## src/verilog/iso_irq_pkg.sv

```systemverilog
// Constants, register map and carrier types for the isochronous context
// interrupt registers. Assumes a 32-bit APB register bus and 8-bit offsets.
package iso_irq_pkg;

	localparam int TX_CTX_N = 8;
	localparam int RX_CTX_N = 4;
	localparam int DATA_W = 32;
	localparam int ADDR_W = 8;
	localparam int CTL_W = 2;

	// Register byte offsets
	localparam logic [ADDR_W-1:0] OFS_TX_EVENT_SET = 8'h90;
	localparam logic [ADDR_W-1:0] OFS_TX_EVENT_CLEAR = 8'h94;
	localparam logic [ADDR_W-1:0] OFS_TX_MASK_SET = 8'h98;
	localparam logic [ADDR_W-1:0] OFS_TX_MASK_CLEAR = 8'h9c;
	localparam logic [ADDR_W-1:0] OFS_RX_EVENT_SET = 8'ha0;
	localparam logic [ADDR_W-1:0] OFS_RX_EVENT_CLEAR = 8'ha4;
	localparam logic [ADDR_W-1:0] OFS_RX_MASK_SET = 8'ha8;
	localparam logic [ADDR_W-1:0] OFS_RX_MASK_CLEAR = 8'hac;
	localparam logic [ADDR_W-1:0] OFS_IRQ_CTRL = 8'hc0;
	localparam logic [ADDR_W-1:0] OFS_IRQ_STATUS = 8'hc4;

	// Field positions in the control and status words
	localparam int BIT_AGG_TX = 6;
	localparam int BIT_AGG_RX = 7;
	localparam int BIT_GLOBAL_GATE = 31;

	// Reset values
	localparam logic [TX_CTX_N-1:0] TX_EVENT_RST = 8'h00;
	localparam logic [TX_CTX_N-1:0] TX_MASK_RST = 8'h00;
	localparam logic [RX_CTX_N-1:0] RX_EVENT_RST = 4'h0;
	localparam logic [RX_CTX_N-1:0] RX_MASK_RST = 4'h0;
	localparam logic [DATA_W-1:0] RDATA_RST = 32'h0000_0000;

	// Interrupt control field value that requests an interrupt
	localparam logic [CTL_W-1:0] CTL_IRQ_ALWAYS = 2'h3;

	// Completion report of the transmit contexts, one bit or field per context
	typedef struct packed {
		logic [TX_CTX_N-1:0] done;
		logic [TX_CTX_N-1:0] out_last;
		logic [TX_CTX_N*CTL_W-1:0] irq_ctl;
	} tx_cmp_t;

	// Completion report of the receive contexts
	typedef struct packed {
		logic [RX_CTX_N-1:0] done;
		logic [RX_CTX_N-1:0] is_input;
		logic [RX_CTX_N*CTL_W-1:0] irq_ctl;
	} rx_cmp_t;

	typedef enum logic [3:0] {
		SEL_NONE,
		SEL_TX_EV_SET,
		SEL_TX_EV_CLR,
		SEL_TX_MK_SET,
		SEL_TX_MK_CLR,
		SEL_RX_EV_SET,
		SEL_RX_EV_CLR,
		SEL_RX_MK_SET,
		SEL_RX_MK_CLR,
		SEL_CTRL,
		SEL_STATUS
	} reg_sel_t;

endpackage : iso_irq_pkg

```

## src/verilog/iso_context_irq_regs.sv

```systemverilog
// Isochronous transmit and receive context interrupt event and mask
// registers, with the aggregate and gated interrupt outputs.
// Assumes an APB master on I_CLK and DMA context engines on I_CLK.
module iso_context_irq_regs #(
	parameter int TX_N = iso_irq_pkg::TX_CTX_N,
	parameter int RX_N = iso_irq_pkg::RX_CTX_N
) (
	// Clock and reset
	input wire logic I_CLK,
	input wire logic I_RST,
	// APB slave
	input wire logic I_PSEL,
	input wire logic I_PENABLE,
	input wire logic I_PWRITE,
	input wire logic [iso_irq_pkg::ADDR_W-1:0] I_PADDR,
	input wire logic [iso_irq_pkg::DATA_W-1:0] I_PWDATA,
	input wire logic [3:0] I_PSTRB,
	output logic [iso_irq_pkg::DATA_W-1:0] O_PRDATA,
	output logic O_PREADY,
	output logic O_PSLVERR,
	// DMA context completions
	input wire iso_irq_pkg::tx_cmp_t I_TX_CMP,
	input wire iso_irq_pkg::rx_cmp_t I_RX_CMP,
	// Interrupt outputs
	output logic O_AGG_TX_DMA_IRQ,
	output logic O_AGG_RX_DMA_IRQ,
	output logic O_IRQ
);

	typedef enum logic [0:0] {
		ST_IDLE,
		ST_ACCESS
	} apb_state_t;

	apb_state_t state_r;
	apb_state_t state_nxt;
	iso_irq_pkg::reg_sel_t sel_r;
	iso_irq_pkg::reg_sel_t sel_nxt;

	logic [TX_N-1:0] tx_level;
	logic [RX_N-1:0] rx_level;
	logic [TX_N-1:0] tx_event;
	logic [TX_N-1:0] tx_mask;
	logic [RX_N-1:0] rx_event;
	logic [RX_N-1:0] rx_mask;
	logic [TX_N-1:0] tx_ev_set;
	logic [TX_N-1:0] tx_ev_clr;
	logic [TX_N-1:0] tx_mk_set;
	logic [TX_N-1:0] tx_mk_clr;
	logic [RX_N-1:0] rx_ev_set;
	logic [RX_N-1:0] rx_ev_clr;
	logic [RX_N-1:0] rx_mk_set;
	logic [RX_N-1:0] rx_mk_clr;

	logic global_irq_gate_r;
	logic main_mask_tx_r;
	logic main_mask_rx_r;

	logic setup;
	logic wr_done;
	logic [iso_irq_pkg::DATA_W-1:0] wdata;
	logic [iso_irq_pkg::DATA_W-1:0] rdata_nxt;
	logic agg_tx_nxt;
	logic agg_rx_nxt;
	logic irq_nxt;

	// Interrupt control field requests an interrupt
	function automatic logic ctl_requests(input logic [iso_irq_pkg::CTL_W-1:0] ctl);
		ctl_requests = (ctl == iso_irq_pkg::CTL_IRQ_ALWAYS);
	endfunction : ctl_requests

	// Byte strobes expanded to a bit mask
	function automatic logic [iso_irq_pkg::DATA_W-1:0] strb_mask(input logic [3:0] strb);
		logic [iso_irq_pkg::DATA_W-1:0] m;
		m = '0;
		for (int b = 0; b < 4; b++)
		begin
			m[b*8 +: 8] = {8{strb[b]}};
		end
		strb_mask = m;
	endfunction : strb_mask

	// Address to register select
	function automatic iso_irq_pkg::reg_sel_t decode(
		input logic [iso_irq_pkg::ADDR_W-1:0] a
	);
		case (a)
			iso_irq_pkg::OFS_TX_EVENT_SET: decode = iso_irq_pkg::SEL_TX_EV_SET;
			iso_irq_pkg::OFS_TX_EVENT_CLEAR: decode = iso_irq_pkg::SEL_TX_EV_CLR;
			iso_irq_pkg::OFS_TX_MASK_SET: decode = iso_irq_pkg::SEL_TX_MK_SET;
			iso_irq_pkg::OFS_TX_MASK_CLEAR: decode = iso_irq_pkg::SEL_TX_MK_CLR;
			iso_irq_pkg::OFS_RX_EVENT_SET: decode = iso_irq_pkg::SEL_RX_EV_SET;
			iso_irq_pkg::OFS_RX_EVENT_CLEAR: decode = iso_irq_pkg::SEL_RX_EV_CLR;
			iso_irq_pkg::OFS_RX_MASK_SET: decode = iso_irq_pkg::SEL_RX_MK_SET;
			iso_irq_pkg::OFS_RX_MASK_CLEAR: decode = iso_irq_pkg::SEL_RX_MK_CLR;
			iso_irq_pkg::OFS_IRQ_CTRL: decode = iso_irq_pkg::SEL_CTRL;
			iso_irq_pkg::OFS_IRQ_STATUS: decode = iso_irq_pkg::SEL_STATUS;
			default: decode = iso_irq_pkg::SEL_NONE;
		endcase
	endfunction : decode

	// Completion levels; a context holding done for several cycles still
	// yields one event because the bank sets on the rising edge only
	always_comb
	begin
		for (int i = 0; i < TX_N; i++)
		begin
			tx_level[i] = I_TX_CMP.done[i] & I_TX_CMP.out_last[i]
				& ctl_requests(I_TX_CMP.irq_ctl[i*iso_irq_pkg::CTL_W +: iso_irq_pkg::CTL_W]);
		end
	end

	always_comb
	begin
		for (int i = 0; i < RX_N; i++)
		begin
			rx_level[i] = I_RX_CMP.done[i] & I_RX_CMP.is_input[i]
				& ctl_requests(I_RX_CMP.irq_ctl[i*iso_irq_pkg::CTL_W +: iso_irq_pkg::CTL_W]);
		end
	end

	// APB handshake: no wait state; every bus output is a flip-flop loaded at the end of the setup cycle
	assign setup = I_PSEL & ~I_PENABLE;
	assign wr_done = (state_r == ST_ACCESS) & I_PSEL & I_PENABLE & I_PWRITE;
	assign wdata = I_PWDATA & strb_mask(I_PSTRB);

	always_comb
	begin
		state_nxt = state_r;
		sel_nxt = sel_r;
		case (state_r)
			ST_IDLE:
			begin
				if (setup)
				begin
					state_nxt = ST_ACCESS;
					sel_nxt = decode(I_PADDR);
				end
			end
			ST_ACCESS:
			begin
				state_nxt = ST_IDLE;
			end
			default:
			begin
				state_nxt = ST_IDLE;
			end
		endcase
	end

	always_ff @(posedge I_CLK or posedge I_RST)
	begin
		if (I_RST)
			state_r <= ST_IDLE;
		else
			state_r <= state_nxt;
	end

	always_ff @(posedge I_CLK or posedge I_RST)
	begin
		if (I_RST)
			sel_r <= iso_irq_pkg::SEL_NONE;
		else
			sel_r <= sel_nxt;
	end

	always_ff @(posedge I_CLK or posedge I_RST)
	begin
		if (I_RST)
			O_PREADY <= 1'b0;
		else
			O_PREADY <= (state_r == ST_IDLE) & setup;
	end

	always_ff @(posedge I_CLK or posedge I_RST)
	begin
		if (I_RST)
			O_PSLVERR <= 1'b0;
		else if ((state_r == ST_IDLE) & setup)
			O_PSLVERR <= (decode(I_PADDR) == iso_irq_pkg::SEL_NONE);
		else
			O_PSLVERR <= 1'b0;
	end

	// Write strobes, one-hot per port; writing zero changes nothing
	always_comb
	begin
		tx_ev_set = '0;
		tx_ev_clr = '0;
		tx_mk_set = '0;
		tx_mk_clr = '0;
		rx_ev_set = '0;
		rx_ev_clr = '0;
		rx_mk_set = '0;
		rx_mk_clr = '0;
		if (wr_done)
		begin
			case (sel_r)
				iso_irq_pkg::SEL_TX_EV_SET: tx_ev_set = wdata[TX_N-1:0];
				iso_irq_pkg::SEL_TX_EV_CLR: tx_ev_clr = wdata[TX_N-1:0];
				iso_irq_pkg::SEL_TX_MK_SET: tx_mk_set = wdata[TX_N-1:0];
				iso_irq_pkg::SEL_TX_MK_CLR: tx_mk_clr = wdata[TX_N-1:0];
				iso_irq_pkg::SEL_RX_EV_SET: rx_ev_set = wdata[RX_N-1:0];
				iso_irq_pkg::SEL_RX_EV_CLR: rx_ev_clr = wdata[RX_N-1:0];
				iso_irq_pkg::SEL_RX_MK_SET: rx_mk_set = wdata[RX_N-1:0];
				iso_irq_pkg::SEL_RX_MK_CLR: rx_mk_clr = wdata[RX_N-1:0];
				default:
				begin
				end
			endcase
		end
	end

	// Main control bits, kept here since the main registers live elsewhere
	always_ff @(posedge I_CLK or posedge I_RST)
	begin
		if (I_RST)
		begin
			global_irq_gate_r <= 1'b0;
			main_mask_tx_r <= 1'b0;
			main_mask_rx_r <= 1'b0;
		end
		else if (wr_done && sel_r == iso_irq_pkg::SEL_CTRL)
		begin
			global_irq_gate_r <= wdata[iso_irq_pkg::BIT_GLOBAL_GATE];
			main_mask_tx_r <= wdata[iso_irq_pkg::BIT_AGG_TX];
			main_mask_rx_r <= wdata[iso_irq_pkg::BIT_AGG_RX];
		end
	end

	iso_w1sc_bits #(
		.W(TX_N),
		.RST_VAL(iso_irq_pkg::TX_EVENT_RST)
	) u_tx_event (
		.I_CLK(I_CLK),
		.I_RST(I_RST),
		.i_level(tx_level),
		.i_set(tx_ev_set),
		.i_clr(tx_ev_clr),
		.o_bits(tx_event)
	);

	iso_w1sc_bits #(
		.W(TX_N),
		.RST_VAL(iso_irq_pkg::TX_MASK_RST)
	) u_tx_mask (
		.I_CLK(I_CLK),
		.I_RST(I_RST),
		.i_level('0),
		.i_set(tx_mk_set),
		.i_clr(tx_mk_clr),
		.o_bits(tx_mask)
	);

	iso_w1sc_bits #(
		.W(RX_N),
		.RST_VAL(iso_irq_pkg::RX_EVENT_RST)
	) u_rx_event (
		.I_CLK(I_CLK),
		.I_RST(I_RST),
		.i_level(rx_level),
		.i_set(rx_ev_set),
		.i_clr(rx_ev_clr),
		.o_bits(rx_event)
	);

	iso_w1sc_bits #(
		.W(RX_N),
		.RST_VAL(iso_irq_pkg::RX_MASK_RST)
	) u_rx_mask (
		.I_CLK(I_CLK),
		.I_RST(I_RST),
		.i_level('0),
		.i_set(rx_mk_set),
		.i_clr(rx_mk_clr),
		.o_bits(rx_mask)
	);

	// Read data is captured in the setup cycle; an event arriving during
	// the access cycle shows on the next read
	always_comb
	begin
		rdata_nxt = iso_irq_pkg::RDATA_RST;
		case (decode(I_PADDR))
			iso_irq_pkg::SEL_TX_EV_SET: rdata_nxt[TX_N-1:0] = tx_event;
			iso_irq_pkg::SEL_TX_EV_CLR: rdata_nxt[TX_N-1:0] = tx_event & tx_mask;
			iso_irq_pkg::SEL_TX_MK_SET,
			iso_irq_pkg::SEL_TX_MK_CLR: rdata_nxt[TX_N-1:0] = tx_mask;
			iso_irq_pkg::SEL_RX_EV_SET: rdata_nxt[RX_N-1:0] = rx_event;
			iso_irq_pkg::SEL_RX_EV_CLR: rdata_nxt[RX_N-1:0] = rx_event & rx_mask;
			iso_irq_pkg::SEL_RX_MK_SET,
			iso_irq_pkg::SEL_RX_MK_CLR: rdata_nxt[RX_N-1:0] = rx_mask;
			iso_irq_pkg::SEL_CTRL:
			begin
				rdata_nxt[iso_irq_pkg::BIT_GLOBAL_GATE] = global_irq_gate_r;
				rdata_nxt[iso_irq_pkg::BIT_AGG_TX] = main_mask_tx_r;
				rdata_nxt[iso_irq_pkg::BIT_AGG_RX] = main_mask_rx_r;
			end
			iso_irq_pkg::SEL_STATUS:
			begin
				rdata_nxt[iso_irq_pkg::BIT_GLOBAL_GATE] = O_IRQ;
				rdata_nxt[iso_irq_pkg::BIT_AGG_TX] = O_AGG_TX_DMA_IRQ;
				rdata_nxt[iso_irq_pkg::BIT_AGG_RX] = O_AGG_RX_DMA_IRQ;
			end
			default:
			begin
			end
		endcase
	end

	always_ff @(posedge I_CLK or posedge I_RST)
	begin
		if (I_RST)
			O_PRDATA <= iso_irq_pkg::RDATA_RST;
		else if ((state_r == ST_IDLE) & setup & ~I_PWRITE)
			O_PRDATA <= rdata_nxt;
		else if (state_r == ST_ACCESS)
			O_PRDATA <= O_PRDATA;
		else
			O_PRDATA <= iso_irq_pkg::RDATA_RST;
	end

	// Aggregates and the gated interrupt, computed from the next event
	// state would cost more logic; one cycle of latency is accepted
	assign agg_tx_nxt = |(tx_event & tx_mask);
	assign agg_rx_nxt = |(rx_event & rx_mask);
	assign irq_nxt = global_irq_gate_r
		& ((agg_tx_nxt & main_mask_tx_r)
		| (agg_rx_nxt & main_mask_rx_r));

	always_ff @(posedge I_CLK or posedge I_RST)
	begin
		if (I_RST)
		begin
			O_AGG_TX_DMA_IRQ <= 1'b0;
			O_AGG_RX_DMA_IRQ <= 1'b0;
		end
		else
		begin
			O_AGG_TX_DMA_IRQ <= agg_tx_nxt;
			O_AGG_RX_DMA_IRQ <= agg_rx_nxt;
		end
	end

	always_ff @(posedge I_CLK or posedge I_RST)
	begin
		if (I_RST)
			O_IRQ <= 1'b0;
		else
			O_IRQ <= irq_nxt;
	end

endmodule : iso_context_irq_regs

```

## src/verilog/iso_w1sc_bits.sv

```systemverilog
// Bank of sticky bits with rising-edge hardware set, write-one set and
// write-one clear. Assumes all inputs are on the I_CLK domain.
module iso_w1sc_bits #(
	parameter int W = 8,
	parameter logic [W-1:0] RST_VAL = '0
) (
	// Clock and reset
	input wire logic I_CLK,
	input wire logic I_RST,
	// Set and clear sources
	input wire logic [W-1:0] i_level,
	input wire logic [W-1:0] i_set,
	input wire logic [W-1:0] i_clr,
	// Stored bits
	output logic [W-1:0] o_bits
);

	logic [W-1:0] level_r;
	logic [W-1:0] bits_nxt;

	always_ff @(posedge I_CLK or posedge I_RST)
	begin
		if (I_RST)
			level_r <= '0;
		else
			level_r <= i_level;
	end

	// A set in the clear cycle wins so no event is lost
	always_comb
	begin
		bits_nxt = o_bits & ~i_clr;
		bits_nxt = bits_nxt | i_set | (i_level & ~level_r);
	end

	always_ff @(posedge I_CLK or posedge I_RST)
	begin
		if (I_RST)
			o_bits <= RST_VAL;
		else
			o_bits <= bits_nxt;
	end

endmodule : iso_w1sc_bits

```

## config.mk

```make
export PLATFORM = sky130hd
export DESIGN_NAME = iso_context_irq_regs
export DESIGN_NICKNAME = d
export VERILOG_FILES = /design/src/verilog/iso_irq_pkg.sv /design/src/verilog/iso_context_irq_regs.sv /design/src/verilog/iso_w1sc_bits.sv
export SDC_FILE = /design/constraint.sdc
export NUM_CORES = 1
export LEC_CHECK = 0
export BUFFER_PORTS_ARGS = -buffer_cell sky130_fd_sc_hd__buf_2
export CELL_PAD_IN_SITES_DETAIL_PLACEMENT = 0
export CELL_PAD_IN_SITES_GLOBAL_PLACEMENT = 2
export CORE_MARGIN = 2
export CORE_UTILIZATION = 30
export CTS_BUF_LIST = sky130_fd_sc_hd__clkbuf_8
export DETAILED_ROUTE_END_ITERATION = 8
export HOLD_SLACK_MARGIN = 0.02
export PLACE_DENSITY_LB_ADDON = 0.1
export SYNTH_ARGS = -nofsm -noshare
export SYNTH_HDL_FRONTEND = slang
export SYNTH_HIERARCHICAL = 1
export SYNTH_SLANG_ARGS = --single-unit
```

## constraint.sdc

```tcl
create_clock -name I_CLK -period 2.25 [get_ports I_CLK]
set_clock_uncertainty 0.05 [all_clocks]
set_input_delay 0.1125 -clock I_CLK [delete_from_list [all_inputs] [get_ports I_CLK]]
set_output_delay 0.1125 -clock I_CLK [all_outputs]
set_load 0.01 [all_outputs]
```

==> metrics.md <==
| Metric | Value |
|---|---|
| Status | finished, final reports clean |
| Slowest CP cell | dfrtp_1 |
| Gr usage total | 15.8% |
| FFs w/ async S/R, synth | 100% |
| Number of diodes | 0 |
| Fill cells | 1127 |
| Die Ht | 113 um |
| Synth cell types | 47 |
| Tcrit/Tclk final | 92.2% |
| DR pass1 iterations | 6 |
| CTS Buf Count | 9 |
| WP buf/inv | 3 |
| Synth Flop Type | dfrtp_1 |
| Yosys warns | 6 |
| Post-layout nets | 614 |
| Worst Hold Class | in2reg |
| RSZ-0062 raised after global routing | no |
| Pins Over Slew Limit | 0 |
| Maximum number of pins on one net before global-route repair | 22 |
| Antenna viol nets, final | 0 |
| Critical path data required time | 2.42 ns |
| Pwr/cell area | 560 nW/um^2 |
| First-pass GRT wire length | 15400 um |
| Reg clk slew, reported paths | 0.07 ns |
| CP arrival | 2.25 ns |
| Final instance area | 4630 um^2 |
| F_max | 482 MHz |
| Core ar. | 11500 um^2 |
| Post-Synthesis Cells | 375 |
| Number of flops mapped to enable cells by yosys | 0 |
| Seq/Total Area, Yosys | 48.8% |
| Cell accounting for the most synthesized area | dfrtp_1 |
| Routed WL | 9550 um |
| Worst ir drop on vdd | 0.297 mV |
| Worst-Margin Slew | 0.887 ns |
| Detailed-route via count | 3027 |
| CTS tree | built |
| I/O Buffers | 85 |
| Endpoint class of the critical path | flip-flop |
| Crit-path max cell delay | 0.47 ns |
| Multi-input gate area | 1560 um^2 |
| Commonest non-fill, non-tap cell in the layout | buf_2 |
| Initial antenna violation count | 0 |
| GP Congestion | 0.766 |
| Max_cap viols | 0 |
| Clock Tree Root | clkbuf_8 |
| HPWL Detailed | 7180 um |
| Final hold vios | 0 |
| Sequential standard cell area | 1730 um^2 |
| Via-per-instance ratio | 4.57 |
| Share of total power in sequential cells | 50.3% |
| Worst Setup Path Type | reg2reg |
| FP Rows | 39 |
| Pint | 1980 uW |
| CP max FO | 20 |
| H-tree levels | 3 |
| Crit path max-delay family | simple AND/OR/NAND/NOR gates |
| Die span in x | 113 um |
| Clock buffer depth | 2 |
| Normalized max-slew margin | 40.8% |
| Starting Density | 30.9% |
| Synthesized area per cell | 9.44 um^2 |
| Final setup violation count | 0 |
| CP Launch Type | flip-flop |
| Synth area leaders | dfrtp_1 (49%), a221o_1 (6.8%), inv_1 (6.1%) |
| Layout cells sized above 1 | 21.2% |
| Clk sinks | 69 |
| Clock power frac | 40.1% |
| Sw Ratio | 23.8% |
| Final min period | 2.07 ns |
| DR DRC count | 0 |
| P_sw | 617 uW |
| Leak | 0.00213 uW |
| Total global routing overflow | 0 |
| Top cell type's share of synthesized area | 48.8% |
| WL/cell | 14.4 um |
| Area of the die | 12700 um^2 |
| Vias in the first global route | 2942 |
| Critical-path cell list | nand4_1 -> buf_4 -> nor2_1 -> buf_4 -> nand2_1 -> nor2_1 -> inv_1 -> a221o_1 |
| Cell count after placement | 619 |
| Clk Latency, worst-skew pair | 0.35 ns |
| Most frequent cells in the layout | buf_2 (85), dfrtp_1 (69), inv_1 (59) |
| DRT iter0 DRCs | 190 |
| Area after DPL | 4130 um^2 |
| Layout Cells excl Fill | 663 |
| I/O pins | 134 |
| Setup TNS | 0 ns |
| Comb pwr share | 9.6% |
| Yosys reg bits | 69 |
| Mapped cell area | 3540 um^2 |
| Synthesis-to-finish area growth | 30.8% |
synthesized netlist by cell type (all sizes together) (2+ instances only):
cell	n
nor3	2
nand4	3
and4	12
a21boi	2
dfrtp	69
a21o	2
clkbuf	5
o31ai	4
a221oi	2
nor2b	2
nand2b	10
and3	17
nor2	45
a211o	4
nand2	16
a21oi	5
a221o	24
inv	58
a32oi	2
nand3b	3
o21ai	7
a22oi	11
and4bb	2
nand3	16
o22ai	2
buf	29
a22o	3
path summary, 6_finish.rpt:
path                         startpoint               endpoint  slack [ns]  cells after the start
min in group asynchronous         I_RST   u_rx_event/o_bits[2]        0.24                      3
hold reg to reg             O_PRDATA[5]            O_PRDATA[5]        0.43                      2
hold / removal             I_TX_CMP[30]  u_tx_event/level_r[6]        0.04                      2
max in group asynchronous         I_RST            O_PRDATA[0]        1.12                      3
setup / recovery               O_PREADY   u_tx_event/o_bits[1]        0.18                      8
setup reg to reg               O_PREADY   u_tx_event/o_bits[1]        0.18                      8
repair_timing:
action / in CTS / in global routing
gates resized for setup: 0 / 1
buffers inserted: 0 / 1
setup endpoints to repair: 0 / 4
hold buffers: 29 / 0
hold endpoints to repair: 85 / 0
final cells by class:
type                       instances  share of cell area (%)
sequential                        69                    37.3
multi-input combinational        260                    33.6
timing repair buffer             119                    16.3
inverter                          58                    4.70
tap                              143                    3.86
clock buffer                      12                    3.56
clock inverter                     2                   0.729
cell families after synthesis:
group,count (synthesis),share of synthesized area (%)
other,1,0.106
XOR/XNOR,2,0.495
AO/OA/AOI/OAI,70,16.0
AND/OR/NAND/NOR,139,21.7
multiplexers,2,0.601
flip-flops,69,48.8
buffers and inverters,92,12.4
power groups by stage:
stage          Clock [uW]  Sequential (uW)  Combinational, uW
2_1_floorplan           0             1310                150
3_3_place_gp            0             1330                217
3_5_place_dp            0             1330                220
4_1_cts              1080             1300                250
5_1_grt              1130             1310                281
6_report             1040             1310                249
worst reg2reg max path, cell delays in order, from the launching register on:
cell and delay [ns]:
dfrtp_1 0.47, nand4_1 0.11, buf_4 0.17, nor2_1 0.09, buf_4 0.22, nand2_1 0.25, nor2_1 0.18, inv_1 0.06
a221o_1 0.34
sequential cells by signal, indices dropped and copies added (netlist names), 4 cells and up:
name and cells:
u_rx_mask/o_bits 4, u_tx_mask/level_r 8, u_rx_event/o_bits 4, u_rx_mask/level_r 4, O_PRDATA 9, sel_r 4, u_tx_event/level_r 8, u_rx_event/level_r 4
u_tx_mask/o_bits 8, u_tx_event/o_bits 8
through the flow:
step / utilization [%] / hold slack [ns] / total power [uW] / setup slack, ns
floorplan: - / -0.122 / 1460 / 0.454
global placement: 36.0 / 0.0867 / 1550 / 0.164
detailed placement: 36.0 / 0.0837 / 1550 / 0.161
CTS: 40.3 / 0.0222 / 2640 / 0.0571
global route: 40.4 / 0.0295 / 2720 / 0.00182
finish: 40.4 / 0.0389 / 2590 / 0.176
per-layer routing:
| metal | vias to the layer above | track usage (%) | wire length, um |
|---|---|---|---|
| met5 | - | 0 | 0 |
| met4 | 0 | 5.12 | 131 |
| met3 | 11 | 3.67 | 544 |
| met2 | 93 | 24.1 | 4260 |
| met1 | 1396 | 22.1 | 4610 |
| li1 | 1527 | - | - |
Power figures use the tool's default switching activity.
